## src/shared/ims_pkg.sv

```systemverilog
package ims_pkg;
    // Bus widths and decode
    localparam int AHB_W = 32;
    localparam int DEC_W = 8;
    localparam int HTRANS_ACT = 1;
    localparam logic HRESP_OKAY = 1'h0;

    // Register byte offsets
    localparam logic [DEC_W-1:0] OFS_CTRL2 = 8'h00;
    localparam logic [DEC_W-1:0] OFS_STATUS = 8'h04;
    localparam logic [DEC_W-1:0] OFS_FLAGS = 8'h08;
    localparam logic [DEC_W-1:0] OFS_BUFFER = 8'h0C;
    localparam logic [DEC_W-1:0] OFS_BAUD = 8'h10;

    // Second control register fields
    localparam int C2_SEN = 0;
    localparam int C2_REPEATED_START_REQUEST = 1;
    localparam int C2_RECEIVE_ENABLE_BIT = 3;
    localparam int C2_ACK_SEQUENCE_ENABLE = 4;
    localparam int C2_ACK_VALUE_BIT = 5;
    localparam int C2_ACK_STATUS_BIT = 6;

    // Status register fields
    localparam int ST_BF = 0;
    localparam int ST_BUSY = 1;

    // Sticky flag register fields, write one to clear
    localparam int FL_WRITE_COLLISION_FLAG = 0;
    localparam int FL_OVF = 1;
    localparam int FL_SIF = 2;
    localparam int FL_BCL = 3;
    localparam int FL_START = 4;

    // Baud counter and byte framing
    localparam int BAUD_W = 7;
    localparam int BYTE_W = 8;
    localparam logic [BAUD_W-1:0] BAUD_RESET = 7'h00;
    localparam logic [BAUD_W-1:0] BRG_ONE = 7'h01;
    localparam logic [0:0] QTICK_LAST = 1'h1;
    localparam logic [3:0] BIT_ONE = 4'h1;
    localparam logic [3:0] BIT_LAST_DATA = 4'h7;
    localparam logic [3:0] BIT_ACK = 4'h8;

    typedef enum logic [3:0] {
        S_IDLE = 4'b0000,
        S_CHK = 4'b0001,
        S_HOLD = 4'b0010,
        R_LOW = 4'b0011,
        R_REL = 4'b0100,
        R_WAITH = 4'b0101,
        R_HIGH = 4'b0110,
        R_SDA = 4'b0111,
        B_LOW = 4'b1000,
        B_WAITH = 4'b1001,
        B_HIGH = 4'b1010
    } ims_state_t;

    typedef enum logic [1:0] {
        MODE_TX = 2'b00,
        MODE_RX = 2'b01,
        MODE_ACK = 2'b10
    } ims_mode_t;
endpackage

```

## src/core/ims_master.sv

```systemverilog
// Functional notes
// Counter pauses until released SCL reads high
// SCL high lasts at least one period
// Start: both high, one period, SDA low
// Second period, clear request, hold SDA low
// Start aborts on low lines, flags collision
// Buffer write during start discarded, collision flag
// Request bits locked during start sequences
// Repeated start: SCL low, release SDA, SCL
// Both high one period, SDA low, finish
// Start bit immediate, interrupt after timeout
// Repeated start ignored while busy
// Repeated start collision on SDA or SCL
// Buffer write sets full, starts counter
// Bit after fall, low then high periods
// Eighth fall clears full, releases SDA
// Ninth clock samples acknowledge into status
// After ninth clock: interrupt, SCL low, wait
// Write during shifting discarded, sticky collision
// Receive enable only accepted when idle
// Receive eight bits, load buffer, stop
// Buffer read clears full; ack sequence available
// Byte arrives with full set: overflow
// Reload from seven-bit field, count, stop
// Counter steps twice per instruction cycle
`timescale 1ns/1ps
`default_nettype none
module ims_master (
    input wire logic hclk, // Bus and core clock
    input wire logic hresetn, // Async reset, active low
    input wire logic hsel, // Slave select
    input wire logic [ims_pkg::AHB_W-1:0] haddr, // Byte address
    input wire logic [1:0] htrans, // Transfer type
    input wire logic hwrite, // Write when high
    input wire logic [2:0] hsize, // Word transfers only
    input wire logic [ims_pkg::AHB_W-1:0] hwdata, // Write data
    input wire logic hready, // Bus ready
    output logic hreadyout, // Always ready
    output logic [ims_pkg::AHB_W-1:0] hrdata, // Read data
    output logic hresp, // Always OKAY
    input wire logic scl_i, // Clock line level
    output logic scl_o, // Clock drive value, low
    output logic scl_oe, // Clock line pulled low
    input wire logic sda_i, // Data line level
    output logic sda_o, // Data drive value, low
    output logic sda_oe // Data line pulled low
);
    import ims_pkg::*;
    ////////////////////////////////////////////////////////////////////////////
    // Line sampling and counter step enable
    logic [2:0] scl_sync_reg, sda_sync_reg;
    logic [0:0] tick_cnt_reg;
    logic scl_q_reg, sda_q_reg, tick_reg;
    // Three-stage sync, change taken when stages two and three agree
    always_ff @(posedge hclk or negedge hresetn) begin
        if (!hresetn) begin
            {scl_sync_reg, sda_sync_reg, scl_q_reg, sda_q_reg} <= '1;
            {tick_cnt_reg, tick_reg} <= '0;
        end else begin
            scl_sync_reg <= {scl_sync_reg[1:0], scl_i};
            sda_sync_reg <= {sda_sync_reg[1:0], sda_i};
            if (scl_sync_reg[1] == scl_sync_reg[2]) begin
                scl_q_reg <= scl_sync_reg[2];
            end
            if (sda_sync_reg[1] == sda_sync_reg[2]) begin
                sda_q_reg <= sda_sync_reg[2];
            end
            tick_cnt_reg <= tick_cnt_reg + 1'h1;
            tick_reg <= (tick_cnt_reg == QTICK_LAST);
        end
    end
    ////////////////////////////////////////////////////////////////////////////
    // AHB-Lite slave
    logic ap_valid_reg, ap_valid_next, ap_write_reg, ap_write_next;
    logic [DEC_W-1:0] ap_addr_reg, ap_addr_next;
    logic [AHB_W-1:0] hrdata_reg, hrdata_next;
    logic ap_take, wr_ctrl2, wr_flags, wr_buf, wr_baud, rd_buf;
    // Core state declared early for the read mux
    ims_state_t state_reg, state_next;
    ims_mode_t mode_reg, mode_next;
    logic [BAUD_W-1:0] brg_reg, brg_next, address_baud_reg, address_baud_next;
    logic brg_run_reg, brg_run_next, brg_load, brg_done;
    logic [3:0] bitcnt_reg, bitcnt_next;
    logic [BYTE_W-1:0] shift_register_reg, shift_register_next;
    logic [BYTE_W-1:0] transfer_buffer_reg, transfer_buffer_next;
    logic start_request_reg, start_request_next, repeated_start_request_reg;
    logic repeated_start_request_next, receive_enable_bit_reg, receive_enable_bit_next;
    logic ack_sequence_enable_reg, ack_sequence_enable_next, ack_value_bit_reg;
    logic ack_value_bit_next, ack_status_bit_reg, ack_status_bit_next;
    logic buffer_full_flag_reg, buffer_full_flag_next, write_collision_flag_reg;
    logic write_collision_flag_next, receive_overflow_flag_reg, receive_overflow_flag_next;
    logic serial_interrupt_flag_reg, serial_interrupt_flag_next, bus_collision_flag_reg;
    logic bus_collision_flag_next, start_seen_reg, start_seen_next;
    logic scl_oe_reg, scl_oe_next, sda_oe_reg, sda_oe_next;
    logic pin_low_reg, req_pending;
    // Address phase capture, data phase strobes, registered read data
    always_comb begin
        ap_take = hsel & htrans[HTRANS_ACT] & hready;
        ap_valid_next = ap_take;
        ap_write_next = ap_take & hwrite;
        ap_addr_next = ap_take ? haddr[DEC_W-1:0] : ap_addr_reg;
        wr_ctrl2 = ap_valid_reg & ap_write_reg & (ap_addr_reg == OFS_CTRL2);
        wr_flags = ap_valid_reg & ap_write_reg & (ap_addr_reg == OFS_FLAGS);
        wr_buf = ap_valid_reg & ap_write_reg & (ap_addr_reg == OFS_BUFFER);
        wr_baud = ap_valid_reg & ap_write_reg & (ap_addr_reg == OFS_BAUD);
        rd_buf = ap_take & ~hwrite & (haddr[DEC_W-1:0] == OFS_BUFFER);
        hrdata_next = '0;
        if (ap_take && !hwrite) begin
            unique case (haddr[DEC_W-1:0])
                OFS_CTRL2: hrdata_next[C2_ACK_STATUS_BIT:C2_SEN] = {ack_status_bit_reg,
                    ack_value_bit_reg, ack_sequence_enable_reg, receive_enable_bit_reg, 1'h0,
                    repeated_start_request_reg, start_request_reg};
                OFS_STATUS: hrdata_next[ST_BUSY:ST_BF] = {state_reg != S_IDLE,
                    buffer_full_flag_reg};
                OFS_FLAGS: hrdata_next[FL_START:FL_WRITE_COLLISION_FLAG] = {start_seen_reg,
                    bus_collision_flag_reg, serial_interrupt_flag_reg,
                    receive_overflow_flag_reg, write_collision_flag_reg};
                OFS_BUFFER: hrdata_next[BYTE_W-1:0] = transfer_buffer_reg;
                OFS_BAUD: hrdata_next[BAUD_W-1:0] = address_baud_reg;
                default: hrdata_next = '0;
            endcase
        end
    end
    // Address phase and read data registers
    always_ff @(posedge hclk or negedge hresetn) begin
        if (!hresetn) begin
            {ap_valid_reg, ap_write_reg, ap_addr_reg, hrdata_reg} <= '0;
        end else begin
            {ap_valid_reg, ap_write_reg, ap_addr_reg, hrdata_reg} <= {ap_valid_next,
                ap_write_next, ap_addr_next, hrdata_next};
        end
    end
    ////////////////////////////////////////////////////////////////////////////
    // Sequencer, baud counter and software-visible bits
    assign brg_done = tick_reg & brg_run_reg & (brg_reg == '0);
    assign req_pending = start_request_reg | repeated_start_request_reg
        | receive_enable_bit_reg | ack_sequence_enable_reg;
    // Next values of sequencer, counter and flags
    always_comb begin
        state_next = state_reg;
        mode_next = mode_reg;
        brg_load = 1'h0;
        bitcnt_next = bitcnt_reg;
        shift_register_next = shift_register_reg;
        transfer_buffer_next = transfer_buffer_reg;
        address_baud_next = wr_baud ? hwdata[BAUD_W-1:0] : address_baud_reg;
        start_request_next = start_request_reg;
        repeated_start_request_next = repeated_start_request_reg;
        receive_enable_bit_next = receive_enable_bit_reg;
        ack_sequence_enable_next = ack_sequence_enable_reg;
        ack_value_bit_next = wr_ctrl2 ? hwdata[C2_ACK_VALUE_BIT] : ack_value_bit_reg;
        ack_status_bit_next = ack_status_bit_reg;
        scl_oe_next = scl_oe_reg;
        sda_oe_next = sda_oe_reg;
        // Sequence requests accepted only while idle
        if (wr_ctrl2 && state_reg == S_IDLE) begin
            start_request_next = hwdata[C2_SEN];
            repeated_start_request_next = hwdata[C2_REPEATED_START_REQUEST];
            receive_enable_bit_next = hwdata[C2_RECEIVE_ENABLE_BIT];
            ack_sequence_enable_next = hwdata[C2_ACK_SEQUENCE_ENABLE];
        end
        // Software clears first so hardware sets win
        buffer_full_flag_next = buffer_full_flag_reg & ~rd_buf;
        write_collision_flag_next = write_collision_flag_reg & ~(wr_flags & hwdata[FL_WRITE_COLLISION_FLAG]);
        receive_overflow_flag_next = receive_overflow_flag_reg & ~(wr_flags & hwdata[FL_OVF]);
        serial_interrupt_flag_next = serial_interrupt_flag_reg & ~(wr_flags & hwdata[FL_SIF]);
        bus_collision_flag_next = bus_collision_flag_reg & ~(wr_flags & hwdata[FL_BCL]);
        start_seen_next = start_seen_reg & ~(wr_flags & hwdata[FL_START]);
        // Buffer writes while anything is underway are dropped
        if (wr_buf && (state_reg != S_IDLE || req_pending)) begin
            write_collision_flag_next = 1'h1;
        end
        unique case (state_reg)
            S_IDLE: begin
                if (wr_buf && !req_pending) begin
                    transfer_buffer_next = hwdata[BYTE_W-1:0];
                    shift_register_next = hwdata[BYTE_W-1:0];
                    buffer_full_flag_next = 1'h1;
                    mode_next = MODE_TX;
                    bitcnt_next = '0;
                    scl_oe_next = 1'h1;
                    brg_load = 1'h1;
                    state_next = B_LOW;
                end else if (start_request_reg) begin
                    if (sda_q_reg && scl_q_reg) begin
                        brg_load = 1'h1;
                        state_next = S_CHK;
                    end else begin
                        start_request_next = 1'h0;
                        bus_collision_flag_next = 1'h1;
                    end
                end else if (repeated_start_request_reg) begin
                    scl_oe_next = 1'h1;
                    state_next = R_LOW;
                end else if (receive_enable_bit_reg || ack_sequence_enable_reg) begin
                    mode_next = receive_enable_bit_reg ? MODE_RX : MODE_ACK;
                    bitcnt_next = '0;
                    scl_oe_next = 1'h1;
                    brg_load = 1'h1;
                    state_next = B_LOW;
                end
            end
            S_CHK: begin
                if (!scl_q_reg || (brg_done && !sda_q_reg)) begin
                    start_request_next = 1'h0;
                    bus_collision_flag_next = 1'h1;
                    state_next = S_IDLE;
                end else if (brg_done) begin
                    sda_oe_next = 1'h1;
                    start_seen_next = 1'h1;
                    brg_load = 1'h1;
                    state_next = S_HOLD;
                end
            end
            S_HOLD: begin
                if (brg_done) begin
                    start_request_next = 1'h0;
                    serial_interrupt_flag_next = 1'h1;
                    state_next = S_IDLE;
                end
            end
            R_LOW: begin
                if (!scl_q_reg) begin
                    sda_oe_next = 1'h0;
                    brg_load = 1'h1;
                    state_next = R_REL;
                end
            end
            R_REL: begin
                if (brg_done) begin
                    if (sda_q_reg) begin
                        scl_oe_next = 1'h0;
                        state_next = R_WAITH;
                    end else begin
                        repeated_start_request_next = 1'h0;
                        bus_collision_flag_next = 1'h1;
                        scl_oe_next = 1'h0;
                        state_next = S_IDLE;
                    end
                end
            end
            R_WAITH: begin
                if (scl_q_reg) begin
                    if (!sda_q_reg) begin
                        repeated_start_request_next = 1'h0;
                        bus_collision_flag_next = 1'h1;
                        state_next = S_IDLE;
                    end else begin
                        brg_load = 1'h1;
                        state_next = R_HIGH;
                    end
                end
            end
            R_HIGH: begin
                if (!scl_q_reg || !sda_q_reg) begin
                    repeated_start_request_next = 1'h0;
                    bus_collision_flag_next = 1'h1;
                    state_next = S_IDLE;
                end else if (brg_done) begin
                    sda_oe_next = 1'h1;
                    start_seen_next = 1'h1;
                    brg_load = 1'h1;
                    state_next = R_SDA;
                end
            end
            R_SDA: begin
                if (brg_done) begin
                    repeated_start_request_next = 1'h0;
                    serial_interrupt_flag_next = 1'h1;
                    state_next = S_IDLE;
                end
            end
            B_LOW: begin
                // Data changes only once SCL reads low
                if (!scl_q_reg) begin
                    sda_oe_next = (mode_reg == MODE_ACK) ? ~ack_value_bit_reg
                        : (mode_reg == MODE_TX && bitcnt_reg != BIT_ACK
                        && !shift_register_reg[BYTE_W-1]);
                end
                if (brg_done) begin
                    scl_oe_next = 1'h0;
                    state_next = B_WAITH;
                end
            end
            B_WAITH: begin
                if (scl_q_reg) begin
                    brg_load = 1'h1;
                    state_next = B_HIGH;
                end
            end
            B_HIGH: begin
                if (brg_done) begin
                    scl_oe_next = 1'h1;
                    bitcnt_next = bitcnt_reg + BIT_ONE;
                    brg_load = 1'h1;
                    state_next = B_LOW;
                    unique case (mode_reg)
                        MODE_TX: begin
                            shift_register_next = {shift_register_reg[BYTE_W-2:0], 1'h0};
                            if (bitcnt_reg == BIT_LAST_DATA) begin
                                buffer_full_flag_next = 1'h0;
                            end
                            if (bitcnt_reg == BIT_ACK) begin
                                ack_status_bit_next = sda_q_reg;
                                serial_interrupt_flag_next = 1'h1;
                                brg_load = 1'h0;
                                state_next = S_IDLE;
                            end
                        end
                        MODE_RX: begin
                            shift_register_next = {shift_register_reg[BYTE_W-2:0], sda_q_reg};
                            if (bitcnt_reg == BIT_LAST_DATA) begin
                                receive_enable_bit_next = 1'h0;
                                transfer_buffer_next = shift_register_next;
                                receive_overflow_flag_next = receive_overflow_flag_next
                                    | buffer_full_flag_reg;
                                buffer_full_flag_next = 1'h1;
                                serial_interrupt_flag_next = 1'h1;
                                brg_load = 1'h0;
                                state_next = S_IDLE;
                            end
                        end
                        default: begin
                            ack_sequence_enable_next = 1'h0;
                            serial_interrupt_flag_next = 1'h1;
                            brg_load = 1'h0;
                            state_next = S_IDLE;
                        end
                    endcase
                end
            end
            default: state_next = S_IDLE;
        endcase
        // Baud counter: reload, count down on steps, stop at zero
        brg_next = brg_reg;
        brg_run_next = brg_run_reg;
        if (brg_load) begin
            brg_next = address_baud_reg;
            brg_run_next = 1'h1;
        end else if (brg_done) begin
            brg_run_next = 1'h0;
        end else if (tick_reg && brg_run_reg) begin
            brg_next = brg_reg - BRG_ONE;
        end
    end
    // Sequencer state and flag registers
    always_ff @(posedge hclk or negedge hresetn) begin
        if (!hresetn) begin
            state_reg <= S_IDLE;
            mode_reg <= MODE_TX;
            address_baud_reg <= BAUD_RESET;
            {brg_reg, brg_run_reg, bitcnt_reg, shift_register_reg, transfer_buffer_reg} <= '0;
            {start_request_reg, repeated_start_request_reg, receive_enable_bit_reg} <= '0;
            {ack_sequence_enable_reg, ack_value_bit_reg, ack_status_bit_reg} <= '0;
            {buffer_full_flag_reg, write_collision_flag_reg, receive_overflow_flag_reg} <= '0;
            {serial_interrupt_flag_reg, bus_collision_flag_reg, start_seen_reg} <= '0;
            {scl_oe_reg, sda_oe_reg, pin_low_reg} <= '0;
        end else begin
            state_reg <= state_next;
            mode_reg <= mode_next;
            address_baud_reg <= address_baud_next;
            {brg_reg, brg_run_reg, bitcnt_reg, shift_register_reg} <= {brg_next, brg_run_next,
                bitcnt_next, shift_register_next};
            {transfer_buffer_reg, start_request_reg, repeated_start_request_reg} <= {
                transfer_buffer_next, start_request_next, repeated_start_request_next};
            {receive_enable_bit_reg, ack_sequence_enable_reg, ack_value_bit_reg} <= {
                receive_enable_bit_next, ack_sequence_enable_next, ack_value_bit_next};
            {ack_status_bit_reg, buffer_full_flag_reg, write_collision_flag_reg} <= {
                ack_status_bit_next, buffer_full_flag_next, write_collision_flag_next};
            {receive_overflow_flag_reg, serial_interrupt_flag_reg, bus_collision_flag_reg} <= {
                receive_overflow_flag_next, serial_interrupt_flag_next, bus_collision_flag_next};
            {start_seen_reg, scl_oe_reg, sda_oe_reg} <= {start_seen_next, scl_oe_next, sda_oe_next};
            pin_low_reg <= 1'h0;
        end
    end

    ////////////////////////////////////////////////////////////////////////////
    // Outputs, all from flops
    assign hreadyout = ~pin_low_reg;
    assign hresp = HRESP_OKAY ^ pin_low_reg;
    assign hrdata = hrdata_reg;
    assign scl_o = pin_low_reg;
    assign sda_o = pin_low_reg;
    assign scl_oe = scl_oe_reg;
    assign sda_oe = sda_oe_reg;
endmodule
`default_nettype wire

```

## config.mk

```make
export PLATFORM = sky130hd
export DESIGN_NAME = ims_master
export DESIGN_NICKNAME = d
export VERILOG_FILES = /design/src/shared/ims_pkg.sv /design/src/core/ims_master.sv
export SDC_FILE = /design/constraint.sdc
export NUM_CORES = 1
export LEC_CHECK = 0
export ABC_AREA = 1
export BUFFER_PORTS_ARGS = -buffer_cell sky130_fd_sc_hd__buf_2
export CAP_MARGIN = 20
export CORE_ASPECT_RATIO = 1.25
export CORE_UTILIZATION = 32
export CTS_BUF_LIST = sky130_fd_sc_hd__clkbuf_8 sky130_fd_sc_hd__clkbuf_16
export DETAILED_ROUTE_END_ITERATION = 16
export HOLD_SLACK_MARGIN = 0.12
export SYNTH_ARGS = -nofsm -noshare
export SYNTH_HDL_FRONTEND = slang
export SYNTH_SLANG_ARGS = --single-unit
export TNS_END_PERCENT = 1
```

## constraint.sdc

```tcl
create_clock -name hclk -period 1.9 [get_ports hclk]
set_input_delay 0.38 -clock hclk [delete_from_list [all_inputs] [get_ports hclk]]
set_output_delay 0.38 -clock hclk [all_outputs]
set_load 0.02 [all_outputs]
```

Word level (Yosys, flattened, before mapping)
Cells that the tools add are included.

cells by class
  eq/ne operators = 50
  bitwise operators = 35
  add/subtract/negate cells = 3
  reductions and logical operators = 42
  multiplexer cells = 134

operator list
  operator              count
  $mux W4               23
  $mux W1               74
  $mux W8               6
  $pmux W8 S2           3
  $pmux W4 S10          1
  $eq A8 B4 Y1 const B  4
  $ne A2 B2 Y1 const B  12
  $and A1 B1 Y1         23
  $mux W7               3
  $eq A4 B3 Y1 const B  5
  $reduce_and A5 Y1     4
  $eq A4 B4 Y1 const B  4
  $eq A8 B5 Y1 const B  2
  $logic_not A8 Y1      2
  $pmux W4 S2           2
  $pmux W1 S2           6
  $pmux W3 S4           1
  $reduce_and A4 Y1     3
  $reduce_and A11 Y1    1
  $mux W2               5
  $ne A2 B1 Y1 const B  5
  $pmux W2 S5           1
  $logic_and A1 B1 Y1   9
  $ne A3 B3 Y1 const B  3
  32 further kinds      62

word-level totals
  flip-flop bits (word level) = 83

Longest topological paths before layout
  depth in word-level cells = 10
  mapped depth = 13
  mapped depth without buffers = 13

Worst setup path before layout
Ideal clock, no wire load.

  path type = register -> register
  start point = reg brg_reg[0]
  end point = reg transfer_buffer_reg[7]
  arrival = 1.602 ns
  stages on the path, launching flop included = 13
  clock period less this slack = 1.726 ns
  setup slack = 0.174 ns
  required time = 1.776 ns
  buffers on the path = 1
  library setup time = 0.124 ns
  cell sequence = dfrtp_1 -> inv_1 -> ha_1 -> inv_1 -> nor2_1 -> nand3_2 -> nor2_4 -> nand3_1 -> nand2_1 -> inv_2 -> buf_6 -> nand2_1 -> o21ai_2

on the way
  cells in the longest elaborated chain, start to end = 4

RTL lines
  element                             RTL line           RTL
  start: declaration                  ims_master.sv:81   logic [BAUD_W-1:0] brg_reg, brg_next, address_baud_reg, address_baud_next;
  start signal: assignment            ims_master.sv:362  {brg_reg, brg_run_reg, bitcnt_reg, shift_register_reg} <= {brg_next, brg_run_next,
  $logic_not A7 Y1                    ims_master.sv:135  assign brg_done = tick_reg & brg_run_reg & (brg_reg == '0);
  $and A1 B1 Y1                       ims_master.sv:135
  $ne A2 B2 Y1 (no source line)       n/a
  $reduce_and A5 Y1 (no source line)  n/a
  end signal: assignment              ims_master.sv:364  {transfer_buffer_reg, start_request_reg, repeated_start_request_reg} <= {
  end: declaration                    ims_master.sv:85   logic [BYTE_W-1:0] transfer_buffer_reg, transfer_buffer_next;

Every way passes these cells.
A chain may end at the register's enable or synchronous reset.

Worst setup path in the final report
  start point = reg brg_reg[0]
  end point = reg brg_reg[0]

on the way
  cells in the longest elaborated chain, start to end = 8
  elaborated cells between the ends (all ways) = 16
  those cells by class = add/sub: 1; eq/ne: 1; mux: 8; bitwise: 1; reduce/logical: 5

RTL lines
  element                                                              RTL line           RTL
  $logic_not A7 Y1                                                     ims_master.sv:135
  $and A1 B1 Y1                                                        ims_master.sv:135
  $logic_and A1 B1 Y1                                                  ims_master.sv:204  if (!scl_q_reg || (brg_done && !sda_q_reg)) begin
  $logic_or A1 B1 Y1                                                   ims_master.sv:204
  $mux W1                                                              ims_master.sv:204
  $pmux W1 S7                                                          ims_master.sv:173  unique case (state_reg)
  $ne A2 B2 Y1 (no source line) or $reduce_bool A2 Y1 (tied branches)  n/a
  $reduce_and A2 Y1 (no source line)                                   n/a

Several ways; a longest one is shown, not always the timed one. The select of a mux whose other input is x is not followed.

==> key figures <==
Run status
  – Status: finished with violations
  – Failing checks: design-rule violations

Route
  – DRC viols: 7
  – Drt initial violations: 250
  – Routed Antenna Nets: 0
  – Vias per cell: 4.654
  – Wire length per cell: 13.18 um
  – Vias: 4058
  – WL final: 11.50 mm
  – DRT Pass-1 Iters: 11

Worst setup path
  – Critical Path, Cell by Cell: inv_1 > ha_1 > inv_1 > nor2_4 > nand3_2 > nor2_4 > buf_12 > nand3_2 > nand2_2 > nor2_2 > o21ai_0 > inv_1
  – Worst-path maximum fanout: 9
  – Setup crit end: brg_reg[0]$_DFFE_PN0P_
  – Worst path most repeated cell: inv_1
  – R2r startpoint: brg_reg[0]$_DFFE_PN0P_
  – Worst path max stage delay: 0.37 ns
  – Crit Reg-Reg Endpoint: brg_reg[0]$_DFFE_PN0P_
  – Depth of the most critical reg-to-reg path: 12
  – Slowest-stage cell, CP: dfrtp_1
  – Endpoint class of the critical path: flop
  – R2R Setup Slk: 0.14 ns
  – Crit start category: flop
  – Crit path DAT: 2.00 ns
  – Critical Path Start: brg_reg[0]$_DFFE_PN0P_
  – Req. time, crit path: 2.14 ns
  – Crit Path Class: flop to flop

Power and ir drop
  – Power Total: 6.705 mW
  – Leak pwr: 2.875 nW
  – Power Dens Cells: 1193 nW/um^2
  – Maximum vdd drop: 0.4056 mV

Floorplanning
  – IO Pins: 114
  – Die Wd: 111.1 um
  – Placeable core region: 14470 um^2
  – Initial Utilization: 32.88%
  – DIE HEIGHT: 138.3 um
  – Die area: 15360 um^2
  – # rows: 49

Timing
  – WHS: 0.2413 ns
  – RSZ-0062 raised after global routing: no
  – Max Clk Rate: 567.4 MHz
  – Setup TNS: 0 ns
  – Final Slew Violations: 0
  – Tcrit/Tclk final: 92.75%
  – Min Tclk post-route: 1.762 ns
  – Final setup violation count: 0
  – Worst Clk Skew: 0.006584 ns
  – Endpoints failing hold: 0

Synthesis
  – Mapped cell area: 4757 um^2
  – Syn Area/Cell: 7.648 um^2
  – Synth top area share: 39.45%
  – Yosys cell types: 45
  – Top cells by area, synth: dfrtp_1 (39%), nand2_1 (14%), inv_1 (5.5%), nor2_1 (4.8%), nand3_1 (4.7%)
  – Synth area leader: dfrtp_1
  – Mapped Cells: 622
  – Sequential-to-total area share from yosys stat: 43.87%
  – Flops & latches, synth: 83
  – Yosys warning total: 0

Finish
  – Layout area overhead: 18.20%
  – Fin nets: 770
  – Total inserted antenna cells: 0
  – # fillers: 1518
  – Layout cell share with drive strength beyond 1: 19.74%
  – Finished Layout Cells: 872

CTS
  – H-tree depth: 3
  – Clk sinks: 83
  – Worst-skew pair later-pin latency: 0.35 ns
  – CTS buffer count: 9
  – CTS max path bufs: 2
  – CTS tree: done
  – Clock transition at path regs: 0.06 ns
  – CTS root buf: clkbuf_16
  – Post-CTS setup buffer count: 0

Placed design
  – Final HPWL DP: 8.774 mm
  – Port Buffers: 33
  – RePlAce Congestion: 0.9188
  – Post-placement cell count: 853

Job
  – Maximum Capacitance Violations: 0

GRT
  – Initial antenna violation count: 0
  – Vias in the first global route: 3666
  – Total grt overflow: 0
  – Overall routing resource usage: 15.52%
  – Largest net degree at the start of global routing: 47
  – Global-route wire length before repair: 18.66 mm

Min path
  – Hold path depth: 3
  – Worst hold path type: primary input to flop
[cells in the mapped netlist (all sizes together)]
| cell | n |
|---|---|
| mux2i | 1 |
| dfrtp | 75 |
| conb | 2 |
| nand2 | 182 |
| o21a | 1 |
| nand3b | 2 |
| nand4 | 7 |
| o31ai | 2 |
| a21oi | 13 |
| xnor2 | 2 |
| xor2 | 3 |
| ha | 4 |
| o22ai | 1 |
| dfstp | 8 |
| clkbuf | 3 |
| a31oi | 2 |
| a31o | 1 |
| nor4 | 1 |
| buf | 34 |
| inv | 78 |
| nor2 | 71 |
| maj3 | 2 |
| a21bo | 1 |
| o21ai | 62 |
| o21bai | 1 |
| o211ai | 5 |
| nor3 | 6 |
| and3 | 1 |
| o2111ai | 1 |
| nand3 | 50 |
[routing by layer]
metal	vias to the layer above	track usage, %	share of wire (%)
met4	0	6.828	2.0
met1	1884	19.99	46
li1	2063	-	-
met3	16	2.762	3.6
met5	-	0	0
met2	95	25.52	49
[worst min path at each step]
stage	from	endpoint	slack [ns]
6_report	haddr[1]	ap_addr_reg[1]$_DFFE_PN0N_	0.24
5_1_grt	hwrite	ap_write_reg$_DFF_PN0_	0.27
4_1_cts	sda_i	sda_sync_reg[0]$_DFF_PN1_	0.12
3_5_place_dp	hresetn	ap_addr_reg[1]$_DFFE_PN0N_	0.29
3_3_place_gp	hresetn	ap_valid_reg$_DFF_PN0_	0.29
2_1_floorplan	hresetn	ack_sequence_enable_reg$_DFF_PN0_	0.08
[report_power, final]
part | total (mW) | switching [mW] | internal, mW
clock | 2.03 | 0.721 | 1.31
sequential | 2.35 | 0.266 | 2.09
combinational | 2.32 | 1.49 | 0.832
[layout by cell type, fill, tap and decap left out, drive strengths merged, types with 4 or more instances in the layout]
cell and count:
a21oi 13, buf 64, clkbuf 10, conb 28, dfrtp 75, dfstp 8, ha 4, inv 79
nand2 182, nand3 50, nand4 7, nor2 72, nor3 6, o211ai 5, o21ai 62
[cell families after synthesis]
family                   share of synthesized area, %
AND/OR/NAND/NOR                                 30.35
buffers and inverters                           12.10
AO/OA/AOI/OAI                                   10.92
flip-flops                                      43.87
adder cells (fa/ha/maj)                         1.473
XOR/XNOR                                       0.9207
other                                          0.1579
multiplexers                                   0.2104
[cell type report]
class	instances	area (um^2)	share of cell area, %
clock buffer	10	239.0	4.250
clock inverter	5	102.6	1.825
inverter	78	297.8	5.296
multi-input combinational	451	2218	39.45
sequential	83	2087	37.12
tap	178	222.7	3.961
timing repair buffer	67	455.4	8.100
[per-stage QoR]
step	instance area, um^2	util [%]	setup slack [ns]
floorplan	4855	-	0.1741
global placement	5223	36.09	0.09585
detailed placement	5223	36.09	0.08043
CTS	5584	38.59	0.05330
global route	5623	38.86	0.007370
finish	5623	38.86	0.1377
[timing repair]
| item | in CTS | in global routing |
|---|---|---|
| gates resized for setup | 0 | 6 |
| endpoints found under the setup margin | 0 | 36 |
| hold buffers | 2 | 1 |
| endpoints found under the hold margin | 21 | 1 |
[critical path: cells and delay by family, from the launching register on]
kind / cells / cell delay [ns]
AO/OA/AOI/OAI: 1 / 0.15
adder cells (fa/ha/maj): 1 / 0.15
buffers and inverters: 4 / 0.32
flip-flops: 1 / 0.37
AND/OR/NAND/NOR: 6 / 0.64
(Power assumes the default switching activity.)
